## src/asbp_pkg.sv

```systemverilog
/*
 Shared constants for the addressed serial bus port.
 Assumes an 8-bit register port with a 16-bit address.
*/
package asbp_pkg;
	localparam logic [15:0] SER_MODE_ADDR = 16'hFF60;
	localparam logic [15:0] BUS_CTRL_ADDR = 16'hFF61;
	localparam logic [15:0] STATUS_ADDR = 16'hFF62;
	localparam logic [15:0] PORT_ADDR = 16'hFF63;
	localparam logic [15:0] SVA_ADDR = 16'hFF64;
	localparam logic [15:0] SHIFT_ADDR = 16'hFF65;
	localparam logic [7:0] SER_MODE_RST = 8'h00;
	localparam logic [7:0] BUS_CTRL_RST = 8'h00;
	localparam logic [7:0] PORT_RST = 8'h00;
	localparam logic [7:0] SVA_RST = 8'h00;
	localparam logic [7:0] SHIFT_RST = 8'h00;
	// serial_mode_control fields
	localparam int EN_BIT = 7;
	localparam int COMPARE_BIT = 6;
	localparam int WAKE_BIT = 5;
	localparam int MODE_TOP_BIT = 4;
	localparam int MODE_MID_BIT = 3;
	localparam int CLK_HIGH_BIT = 2;
	localparam int CLK_LOW_BIT = 1;
	localparam int PIN_SEL_BIT = 0;
	// bus_control_reg fields
	localparam int RELEASE_TRIG_BIT = 0;
	localparam int COMMAND_TRIG_BIT = 1;
	localparam int RELEASE_DET_BIT = 2;
	localparam int COMMAND_DET_BIT = 3;
	localparam int BUSY_EN_BIT = 7;
	// status fields
	localparam int IRQ_FLAG_BIT = 0;
	localparam int BUSY_OUT_BIT = 1;
	localparam int ACTIVE_BIT = 2;
	// port register fields
	localparam int PIN_A_LATCH_BIT = 0;
	localparam int PIN_B_LATCH_BIT = 1;
	localparam int PIN_A_DIR_BIT = 2;
	localparam int PIN_B_DIR_BIT = 3;
	localparam logic [3:0] BITS_PER_BYTE = 4'h8;
endpackage

```

## src/asbp_port.sv

```systemverilog
/*
 Addressed serial bus port: mode register, shift register, serial clock,
 open-drain data pins and release/command detection.
 Assumes single-cycle register strobes and that pins are resolved outside.
*/
// Design decision made here: the address-and-strobe port.
//
// Notes on behaviour
// - Shift register advances on each serial clock rising edge.
// - Output latch drives selected data line, most significant bit first.
// - Data line level captured into shift register at clock rising edge.
// - Shift write starts transfer if enabled and clock idle or high.
// - Enabling the channel after the shift write starts nothing.
// - Wake-up addressing keeps data output released; else software loads FFH.
// - Write during slave busy is kept; starts once line returns high.
// - After eight bits the transfer stops and the irq flag sets.
// - Busy driven until next clock falling edge after release.
// - Data change while clock high is release or command.
// - First address after release compared with slave address.
// - Mode register at FF60H, reset 00H, enable/compare/wake/mode/clock.
// - Clock source: external, timer two, or timer clock select.
// - Mode bits pick 3-wire, addressed bus, or 2-wire with pin choice.
// - With wake-up, interrupt only on address match after release.
// - Compare flag is slave address equals shift register, 0 if disabled.
`timescale 1ns/1ps
module asbp_port (
	// Clock and reset
	input wire logic clk_i,
	input wire logic sys_rst_i,
	// Register port
	input wire logic [15:0] addr_i,
	input wire logic [7:0] wdata_i,
	input wire logic wr_i,
	input wire logic rd_i,
	output logic [7:0] rdata_o,
	// Internal clock sources
	input wire logic timer_two_tick_i,
	input wire logic timer_clock_tick_i,
	// Serial clock pin
	input wire logic serial_clock_pin_i,
	output logic serial_clock_pin_o,
	output logic serial_clock_pin_oe_o,
	// Data lines
	input wire logic data_line_first_i,
	output logic data_line_first_o,
	output logic data_line_first_oe_o,
	input wire logic data_line_second_i,
	output logic data_line_second_o,
	output logic data_line_second_oe_o,
	// Interrupt request pulse
	output logic channel_irq_request_o
);
	logic [7:0] mode_q, busctl_q, port_q, sva_q, shift_q;
	logic [3:0] cnt_q;
	logic active_q, pending_q, irq_flag_q, busy_q, so_latch_q, sck_int_q;
	logic [2:0] sck_s_q, da_s_q, db_s_q;
	logic sck_f_q, da_f_q, db_f_q, sck_prev_q, line_prev_q;
	logic enable, wake, bus_mode, two_wire, internal_clk, tick;
	logic sck_eff, fall, rise, line_in, shift_wr, done, match;

	// Change counts once second and third stages agree
	function automatic logic filt(input logic [2:0] s, input logic f);
		filt = (s[1] == s[2]) ? s[2] : f;
	endfunction

	function automatic logic hit(input logic [15:0] a);
		hit = (addr_i == a);
	endfunction

	assign enable = mode_q[asbp_pkg::EN_BIT];
	assign wake = mode_q[asbp_pkg::WAKE_BIT];
	assign bus_mode = mode_q[asbp_pkg::MODE_TOP_BIT] &
		~mode_q[asbp_pkg::MODE_MID_BIT];
	assign two_wire = mode_q[asbp_pkg::MODE_TOP_BIT] &
		mode_q[asbp_pkg::MODE_MID_BIT];
	assign internal_clk = mode_q[asbp_pkg::CLK_LOW_BIT];
	assign tick = mode_q[asbp_pkg::CLK_HIGH_BIT] ? timer_clock_tick_i :
		timer_two_tick_i;
	assign sck_eff = internal_clk ? sck_int_q : sck_f_q;
	assign fall = sck_prev_q & ~sck_eff;
	assign rise = ~sck_prev_q & sck_eff;
	assign line_in = mode_q[asbp_pkg::PIN_SEL_BIT] ? da_f_q : db_f_q;
	assign shift_wr = wr_i & hit(asbp_pkg::SHIFT_ADDR);
	assign done = active_q & rise & (cnt_q == asbp_pkg::BITS_PER_BYTE - 4'h1);
	assign match = (sva_q == shift_q);

	// Pin synchronisers, three stages each
	always_ff @(posedge clk_i) begin
		if (sys_rst_i) begin
			sck_s_q <= 3'h7;
			da_s_q <= 3'h7;
			db_s_q <= 3'h7;
			sck_f_q <= 1'b1;
			da_f_q <= 1'b1;
			db_f_q <= 1'b1;
		end else begin
			sck_s_q <= {sck_s_q[1:0], serial_clock_pin_i};
			da_s_q <= {da_s_q[1:0], data_line_first_i};
			db_s_q <= {db_s_q[1:0], data_line_second_i};
			sck_f_q <= filt(sck_s_q, sck_f_q);
			da_f_q <= filt(da_s_q, da_f_q);
			db_f_q <= filt(db_s_q, db_f_q);
		end
	end

	always_ff @(posedge clk_i) begin
		if (sys_rst_i) begin
			sck_prev_q <= 1'b1;
			line_prev_q <= 1'b1;
		end else begin
			sck_prev_q <= sck_eff;
			line_prev_q <= line_in;
		end
	end

	// Mode register; compare bit is never stored
	always_ff @(posedge clk_i) begin
		if (sys_rst_i) begin
			mode_q <= asbp_pkg::SER_MODE_RST;
		end else if (wr_i && hit(asbp_pkg::SER_MODE_ADDR)) begin
			mode_q <= wdata_i & ~(8'h01 << asbp_pkg::COMPARE_BIT);
		end
	end

	always_ff @(posedge clk_i) begin
		if (sys_rst_i) begin
			sva_q <= asbp_pkg::SVA_RST;
			port_q <= asbp_pkg::PORT_RST;
		end else if (wr_i) begin
			if (hit(asbp_pkg::SVA_ADDR)) begin
				sva_q <= wdata_i;
			end
			if (hit(asbp_pkg::PORT_ADDR)) begin
				port_q <= wdata_i;
			end
		end
	end

	// Pending start: only taken if enabled at write time
	always_ff @(posedge clk_i) begin
		if (sys_rst_i) begin
			pending_q <= 1'b0;
		end else if (!enable) begin
			pending_q <= 1'b0;
		end else if (shift_wr && !active_q) begin
			pending_q <= 1'b1;
		end else if (pending_q && !active_q && sck_eff &&
			(line_in || !internal_clk)) begin
			pending_q <= 1'b0;
		end
	end

	// Transfer state and bit counter
	always_ff @(posedge clk_i) begin
		if (sys_rst_i) begin
			active_q <= 1'b0;
			cnt_q <= 4'h0;
		end else if (!enable || done) begin
			active_q <= 1'b0;
			cnt_q <= 4'h0;
		end else if (pending_q && !active_q && sck_eff &&
			(line_in || !internal_clk)) begin
			active_q <= 1'b1;
			cnt_q <= 4'h0;
		end else if (active_q && rise) begin
			cnt_q <= cnt_q + 4'h1;
		end
	end

	// Internal clock: idles high, eight low pulses per byte
	always_ff @(posedge clk_i) begin
		if (sys_rst_i) begin
			sck_int_q <= 1'b1;
		end else if (!active_q || done) begin
			sck_int_q <= 1'b1;
		end else if (tick) begin
			sck_int_q <= ~sck_int_q;
		end
	end

	// Shift register: capture on rise; write loads when idle
	always_ff @(posedge clk_i) begin
		if (sys_rst_i) begin
			shift_q <= asbp_pkg::SHIFT_RST;
		end else if (shift_wr && !active_q) begin
			shift_q <= wdata_i;
		end else if (active_q && rise) begin
			shift_q <= {shift_q[6:0], line_in};
		end
	end

	// Output latch: MSB first, advanced on falling edge
	always_ff @(posedge clk_i) begin
		if (sys_rst_i) begin
			so_latch_q <= 1'b1;
		end else if (!active_q && pending_q && sck_eff) begin
			so_latch_q <= shift_q[7];
		end else if (active_q && fall) begin
			so_latch_q <= shift_q[7];
		end else if (wr_i && hit(asbp_pkg::BUS_CTRL_ADDR) && enable) begin
			if (wdata_i[asbp_pkg::RELEASE_TRIG_BIT]) begin
				so_latch_q <= 1'b1;
			end else if (wdata_i[asbp_pkg::COMMAND_TRIG_BIT]) begin
				so_latch_q <= 1'b0;
			end
		end
	end

	// Bus control: triggers self-clear, detections set over clear
	always_ff @(posedge clk_i) begin
		if (sys_rst_i) begin
			busctl_q <= asbp_pkg::BUS_CTRL_RST;
		end else begin
			if (wr_i && hit(asbp_pkg::BUS_CTRL_ADDR)) begin
				busctl_q <= wdata_i & 8'hF0 | busctl_q & 8'h0C & wdata_i;
			end else begin
				busctl_q[1:0] <= 2'h0;
			end
			if (!enable) begin
				busctl_q[3:0] <= 4'h0;
			end else if (sck_eff && !active_q && line_in != line_prev_q) begin
				busctl_q[asbp_pkg::RELEASE_DET_BIT] <= line_in;
				busctl_q[asbp_pkg::COMMAND_DET_BIT] <= ~line_in;
			end else if (done && wake && bus_mode && !match) begin
				busctl_q[asbp_pkg::RELEASE_DET_BIT] <= 1'b0;
			end
		end
	end

	// Irq flag: set wins over write-one clear
	always_ff @(posedge clk_i) begin
		if (sys_rst_i) begin
			irq_flag_q <= 1'b0;
			channel_irq_request_o <= 1'b0;
		end else begin
			channel_irq_request_o <= 1'b0;
			if (done && (!wake || (busctl_q[asbp_pkg::RELEASE_DET_BIT]
				&& match))) begin
				irq_flag_q <= 1'b1;
				channel_irq_request_o <= 1'b1;
			end else if (wr_i && hit(asbp_pkg::STATUS_ADDR) &&
				wdata_i[asbp_pkg::IRQ_FLAG_BIT]) begin
				irq_flag_q <= 1'b0;
			end
		end
	end

	// Busy holds until the falling edge after release
	always_ff @(posedge clk_i) begin
		if (sys_rst_i) begin
			busy_q <= 1'b0;
		end else if (!enable) begin
			busy_q <= 1'b0;
		end else if (done && busctl_q[asbp_pkg::BUSY_EN_BIT]) begin
			busy_q <= 1'b1;
		end else if (fall && !busctl_q[asbp_pkg::BUSY_EN_BIT]) begin
			busy_q <= 1'b0;
		end
	end

	// Pin drivers; data-line low level comes only from the open-drain enable
	always_ff @(posedge clk_i) begin
		if (sys_rst_i) begin
			data_line_first_o <= 1'b0;
			data_line_second_o <= 1'b0;
			data_line_first_oe_o <= 1'b0;
			data_line_second_oe_o <= 1'b0;
			serial_clock_pin_o <= 1'b1;
			serial_clock_pin_oe_o <= 1'b0;
		end else begin
			data_line_first_o <= 1'b0;
			data_line_second_o <= 1'b0;
			data_line_first_oe_o <= port_q[asbp_pkg::PIN_A_DIR_BIT] &
				~port_q[asbp_pkg::PIN_A_LATCH_BIT] & enable &
				(bus_mode | two_wire) & mode_q[asbp_pkg::PIN_SEL_BIT] &
				((~so_latch_q & ~wake) | busy_q);
			data_line_second_oe_o <= port_q[asbp_pkg::PIN_B_DIR_BIT] &
				~port_q[asbp_pkg::PIN_B_LATCH_BIT] & enable &
				(bus_mode | two_wire) & ~mode_q[asbp_pkg::PIN_SEL_BIT] &
				((~so_latch_q & ~wake) | busy_q);
			// Master clock is push-pull in bus mode, open-drain in 2-wire
			serial_clock_pin_o <= two_wire ? 1'b0 : sck_int_q;
			serial_clock_pin_oe_o <= enable & internal_clk &
				(bus_mode | (two_wire & ~sck_int_q));
		end
	end

	// Read data in the cycle after the strobe; unmapped reads give zero
	always_ff @(posedge clk_i) begin
		if (sys_rst_i) begin
			rdata_o <= 8'h00;
		end else if (rd_i) begin
			case (addr_i)
			asbp_pkg::SER_MODE_ADDR: begin
				rdata_o <= {mode_q[7], enable & match, mode_q[5:0]};
			end
			asbp_pkg::BUS_CTRL_ADDR: begin
				rdata_o <= busctl_q;
			end
			asbp_pkg::STATUS_ADDR: begin
				rdata_o <= {5'h00, active_q, busy_q, irq_flag_q};
			end
			asbp_pkg::PORT_ADDR: begin
				rdata_o <= {2'h0, db_f_q, da_f_q, port_q[3:0]};
			end
			asbp_pkg::SVA_ADDR: begin
				rdata_o <= sva_q;
			end
			asbp_pkg::SHIFT_ADDR: begin
				rdata_o <= shift_q;
			end
			default: begin
				rdata_o <= 8'h00;
			end
			endcase
		end else begin
			rdata_o <= 8'h00;
		end
	end
endmodule

```

## config.mk

```make
export PLATFORM = sky130hd
export DESIGN_NAME = asbp_port
export DESIGN_NICKNAME = d
export VERILOG_FILES = /design/src/asbp_pkg.sv /design/src/asbp_port.sv
export SDC_FILE = /design/constraint.sdc
export NUM_CORES = 1
export LEC_CHECK = 0
export ABC_AREA = 0
export BUFFER_PORTS_ARGS = -buffer_cell sky130_fd_sc_hd__buf_2
export CORE_ASPECT_RATIO = 0.6
export CORE_UTILIZATION = 45
export CTS_CLUSTER_DIAMETER = 80
export DETAILED_ROUTE_END_ITERATION = 7
export PLACE_DENSITY = 0.67
export SLEW_MARGIN = 15
export SYNTH_ARGS = -nofsm -noshare
export SYNTH_HDL_FRONTEND = slang
export SYNTH_SLANG_ARGS = --single-unit
```

## constraint.sdc

```tcl
create_clock -name clk_i -period 3.23 [get_ports clk_i]
set_input_delay 0 -clock clk_i [delete_from_list [all_inputs] [get_ports clk_i]]
set_output_delay 0 -clock clk_i [all_outputs]
set_load 0.005 [all_outputs]
```

# == Yosys cells after proc, flatten, opt, wreduce, memory -nomap -nowiden ==
# Cells that the tools add are included.
# word_totals
reg_bits,72
inputBits,33
# op_classes
addsub,1
eq_ne,12
mux,23
n_bitwise,40
n_reduce_logical,47
# op_table
cell,count
$eq 16x16->1 const B,6
$pmux 8 s6,1
$and 1x1->1,22
$logic_and 1x1->1,20
$mux 1,19
$mux 8,2
$not 1->1,13
$reduce_bool 2->1,5
$and 4x8->8,1
$eq 8x8->1,1
$or 8x8->8,1
$reduce_or 2->1,4
$logic_not 1->1,6
$reduce_and 2->1,3
$reduce_bool 3->1,2
$reduce_or 3->1,2
$add 4x1->4 const B,1
$eq 4x3->1 const B,1
$logic_or 1x1->1,4
$reduce_bool 4->1,1
$eq 1x1->1,3
$or 1x1->1,3
$mux 2,1
$ne 1x1->1,1

# == Longest topological paths before layout ==
# logic_depth
depth_word,9
ltp_mapped,6
mapped_depth_nobuf,5

# == Worst setup path before layout ==
# Ideal clock, no wire load.
# synth_timing
path_kind,reg2reg
startpoint,register mode_q[1]
endpoint,register busctl_q[2]
t_arrival_ns,1.632
required_ns,3.095
path_slack_ns,1.463
path_stages_with_launch,6
n_path_buf,0
period_less_slack_ns,1.767
cell_sequence,dfxtp_1 -> mux2i_1 -> nor3b_2 -> nand4b_1 -> o41ai_1 -> o32ai_1
# synth_between
elab_chain_cells,9
# synth_lines
item,line_no,text
"start, declared",asbp_port.sv:53,"logic [7:0] mode_q, busctl_q, port_q, sva_q, shift_q;"
"start signal, assigned",asbp_port.sv:119,mode_q <= asbp_pkg::SER_MODE_RST;
"start signal, assigned",asbp_port.sv:121,mode_q <= wdata_i & ~(8'h01 << asbp_pkg::COMPARE_BIT);
$mux 1 (*),asbp_port.sv:79,assign sck_eff = internal_clk ? sck_int_q : sck_f_q;
$and 1x1->1,asbp_port.sv:81,assign rise = ~sck_prev_q & sck_eff;
$and 1x1->1 (2 in series),asbp_port.sv:84,assign done = active_q & rise & (cnt_q == asbp_pkg::BITS_PER_BYTE - 4'h1);
$logic_and 1x1->1 (3 in series),asbp_port.sv:224,end else if (done && wake && bus_mode && !match) begin
$mux 1,asbp_port.sv:224,
$mux 1,asbp_port.sv:221,end else if (sck_eff && !active_q && line_in != line_prev_q) begin
"end signal, assigned",asbp_port.sv:215,busctl_q <= wdata_i & 8'hF0 | busctl_q & 8'h0C & wdata_i;
"end signal, assigned by index",asbp_port.sv:222,busctl_q[asbp_pkg::RELEASE_DET_BIT] <= line_in;
"end signal, assigned by index",asbp_port.sv:223,busctl_q[asbp_pkg::COMMAND_DET_BIT] <= ~line_in;
"end, declared",asbp_port.sv:53,
# Every way passes the cells marked *; elsewhere a longest branch is shown, timed or not.
# A chain may end at the register's enable or synchronous reset.

# == Worst setup path after layout ==
# Same ends and word-level chain as after synthesis.

==> results_dict.tcl <==
set metrics [dict create \
    fin_crit_sh 0.676 \
    dr.pass1.iters 6 \
    rsz0062_at_grt "no" \
    core_area_um2 6710 \
    finalClockSkew_ps 3.64 \
    gr-total-overflow 0 \
    layout_common_cells "dfxtp_1, nor2_1, buf_2, mux2i_1, nand2_1" \
    final_nets 412 \
    vias 2648 \
    dp_hpwl_um 5680 \
    rows 23 \
    status "completed" \
    clock_path_buffers 2 \
    switching_share 0.211 \
    leakagePower_nw 1.46 \
    wl_per_cell_um 16.9 \
    final_hold_viol_count 0 \
    cts_buffers 9 \
    p_comb_frac 0.044 \
    area_delta_synth_final_pct 19.4 \
    dp_cells 446 \
    rr_worst_depth 6 \
    clkPwrFrac 0.475 \
    root_buffer "clkbuf_16" \
    syn-cell-area_um2 3130 \
    fin_cells 468 \
    critPathLaunchType "register" \
    r2r-start "mode_q[1]$_SDFFE_PP0P_" \
    slew_headroom 0.394 \
    n_antenna_cell 0 \
    htreeDepth 3 \
    maxSlewViolCount 0 \
    final_common_cell "dfxtp_1" \
    cts_tree "built" \
    power_mw 1.81 \
    drive_gt1_frac 0.192 \
    place_area_um2 3400 \
    fin_hold_ws_ps 10.7 \
    clk_pin_slew_ps 50 \
    clk_latency_ps 330 \
    setup_viol 0 \
    dieArea_um2 7300 \
    ant_nets 0 \
    post-route-util 0.557 \
    gr-usage-met3 0.0734 \
    synth_seq_cells 70 \
    yosys_warnings 0 \
    avgViaCountPerCell 5.66 \
    grt.total_usage 0.235 \
    fin_area_um2 3740 \
    peakVddDrop_mv 0.338 \
    synth_cell_types 49 \
    seq_area_um2 1400 \
    endpoint "busctl_q[2]$_SDFFE_PP0P_" \
    critPathLaunch "mode_q[1]$_SDFFE_PP0P_" \
    cap_viol_max_count 0 \
    clock_sinks 70 \
    antenna_found_initial 0 \
    critPathArrivalTime_ps 2380 \
    top_usage_layer "met1" \
    grt_first_pass_wirelength_um 12300 \
    io_buffers 45 \
    multi_input_area_um2 1650 \
    met1_usage 0.338 \
    grt_pass1_vias 2303 \
    cts.repair.resized 0 \
    seq_area_frac_synth 0.448 \
    period_minus_slack_ps 2180 \
    wl_um 7930 \
    dp_slack_ps 1120 \
    p_seq_frac 0.480 \
    p_switching_mw 0.382 \
    p_int_mw 1.43 \
    end_kind "register" \
    drc_errors 0 \
    die_w_um 110 \
    regToRegSetupSlack_ps 1050 \
    crit_required_ps 3430 \
    grt_util_met2 0.326 \
    cp_max_fo 14 \
    fillers 608 \
    synth-async-reset-ratio 0 \
    max_freq_mhz 458 \
    synthFlopType "dfxtp_1" \
    grt_max_degree 55 \
    crit_type "reg2reg" \
    syn_area_per_cell_um2 9.51 \
    tightest_slew_ps 909 \
    layout_setup_ws_ps 1050 \
    dieHeight_um 66.6 \
    power.density_nw_per_um2 485 \
    synth_edf_count 0 \
    min_path_type "in2reg" \
    setup_tns_ps 0 \
    holdBufCountCts 8 \
    initial_core_util 0.467 \
    r2r-end "busctl_q[2]$_SDFFE_PP0P_" \
    place.gp.congestion 0.905 \
    synth_cells 329 \
    io_pins 48 \
    drtIter0Drc 199 \
    postCtsSetupBuffers 0 \
]
## routing by layer
layer  share of wire  routed length (um)  vias up
met5               0                   0        -
met4          0.0084                  67        0
met3           0.093                 737        9
met2            0.41                3280      124
met1            0.49                3850     1232
li1                -                   -     1283
## Yosys cell counts, types with 5 or more instances
cell      instances  share of area
a211oi_1          9          0.022
a21oi_1           7          0.011
clkbuf_1          9          0.011
dfxtp_1          70           0.45
mux2i_1          43           0.14
nand2_1          15          0.018
nand2b_1          5          0.010
nand3_1           8          0.013
nand4_1           7          0.014
nand4b_1          5          0.014
nor2_1           49          0.059
nor3_1            5         0.0080
nor4_1            6          0.012
or2_2             9          0.018
xnor2_1          10          0.028
## power groups by stage
stage               clock network [mW]  registers [mW]  logic [mW]
floorplan                            0           0.888      0.0384
global placement                     0           0.889      0.0710
detailed placement                   0           0.889      0.0715
CTS                              0.883           0.871      0.0790
global route                     0.916           0.870      0.0868
finish                           0.862           0.871      0.0804
## sequential cells by signal (all words and copies together), names as in the netlist, 3 cells and up
name and cells:
rdata_o 8, shift_q 8, sva_q 8, mode_q 7, busctl_q 6, cnt_q 4, port_q 4, da_s_q 3
db_s_q 3, sck_s_q 3
## worst min-delay path by stage
stage | start | cells past startpoint | slack (ps) | to
after floorplan | data_line_first_i | 1 | 100 | da_s_q[0]$_SDFF_PP1_
after global placement | data_line_second_i | 2 | 180 | db_s_q[0]$_SDFF_PP1_
after detailed placement | data_line_second_i | 2 | 190 | db_s_q[0]$_SDFF_PP1_
after CTS | wdata_i[4] | 3 | 0.2 | busctl_q[4]$_SDFFE_PP0P_
after global routing | wdata_i[4] | 3 | 20 | sva_q[4]$_SDFFE_PP0P_
final | wdata_i[4] | 3 | 10 | sva_q[4]$_SDFFE_PP0P_
## layout make-up
type	count	area share
clock buffer	12	0.0660
clock inverter	2	0.00268
inverter	3	0.00301
multi-input combinational	240	0.440
sequential	70	0.375
tap	87	0.0291
timing repair buffer	54	0.0837
## cells by family (layout without fill, tap and decap cells)
kind of cell / count (synthesis) / count (layout) / synth area share
and+or+nand+nor: 129 / 129 / 0.218
DFF: 70 / 70 / 0.448
AOI/OAI and AO/OA: 49 / 49 / 0.114
muxes: 46 / 46 / 0.152
buffers and inverters: 20 / 71 / 0.0276
xor gates and xnor gates: 13 / 13 / 0.0364
adders and majority gates: 1 / 1 / 0.00400
other: 1 / 2 / 0.00120
## critical path, stage by stage, from the launching register on
cell      delay, ps
dfxtp_1         430
mux2i_1         250
nor3b_2         210
buf_4           260
nand4b_1        310
o41ai_1         440
o32ai_1         140
Note: power is estimated with default switching activity, not from simulation.
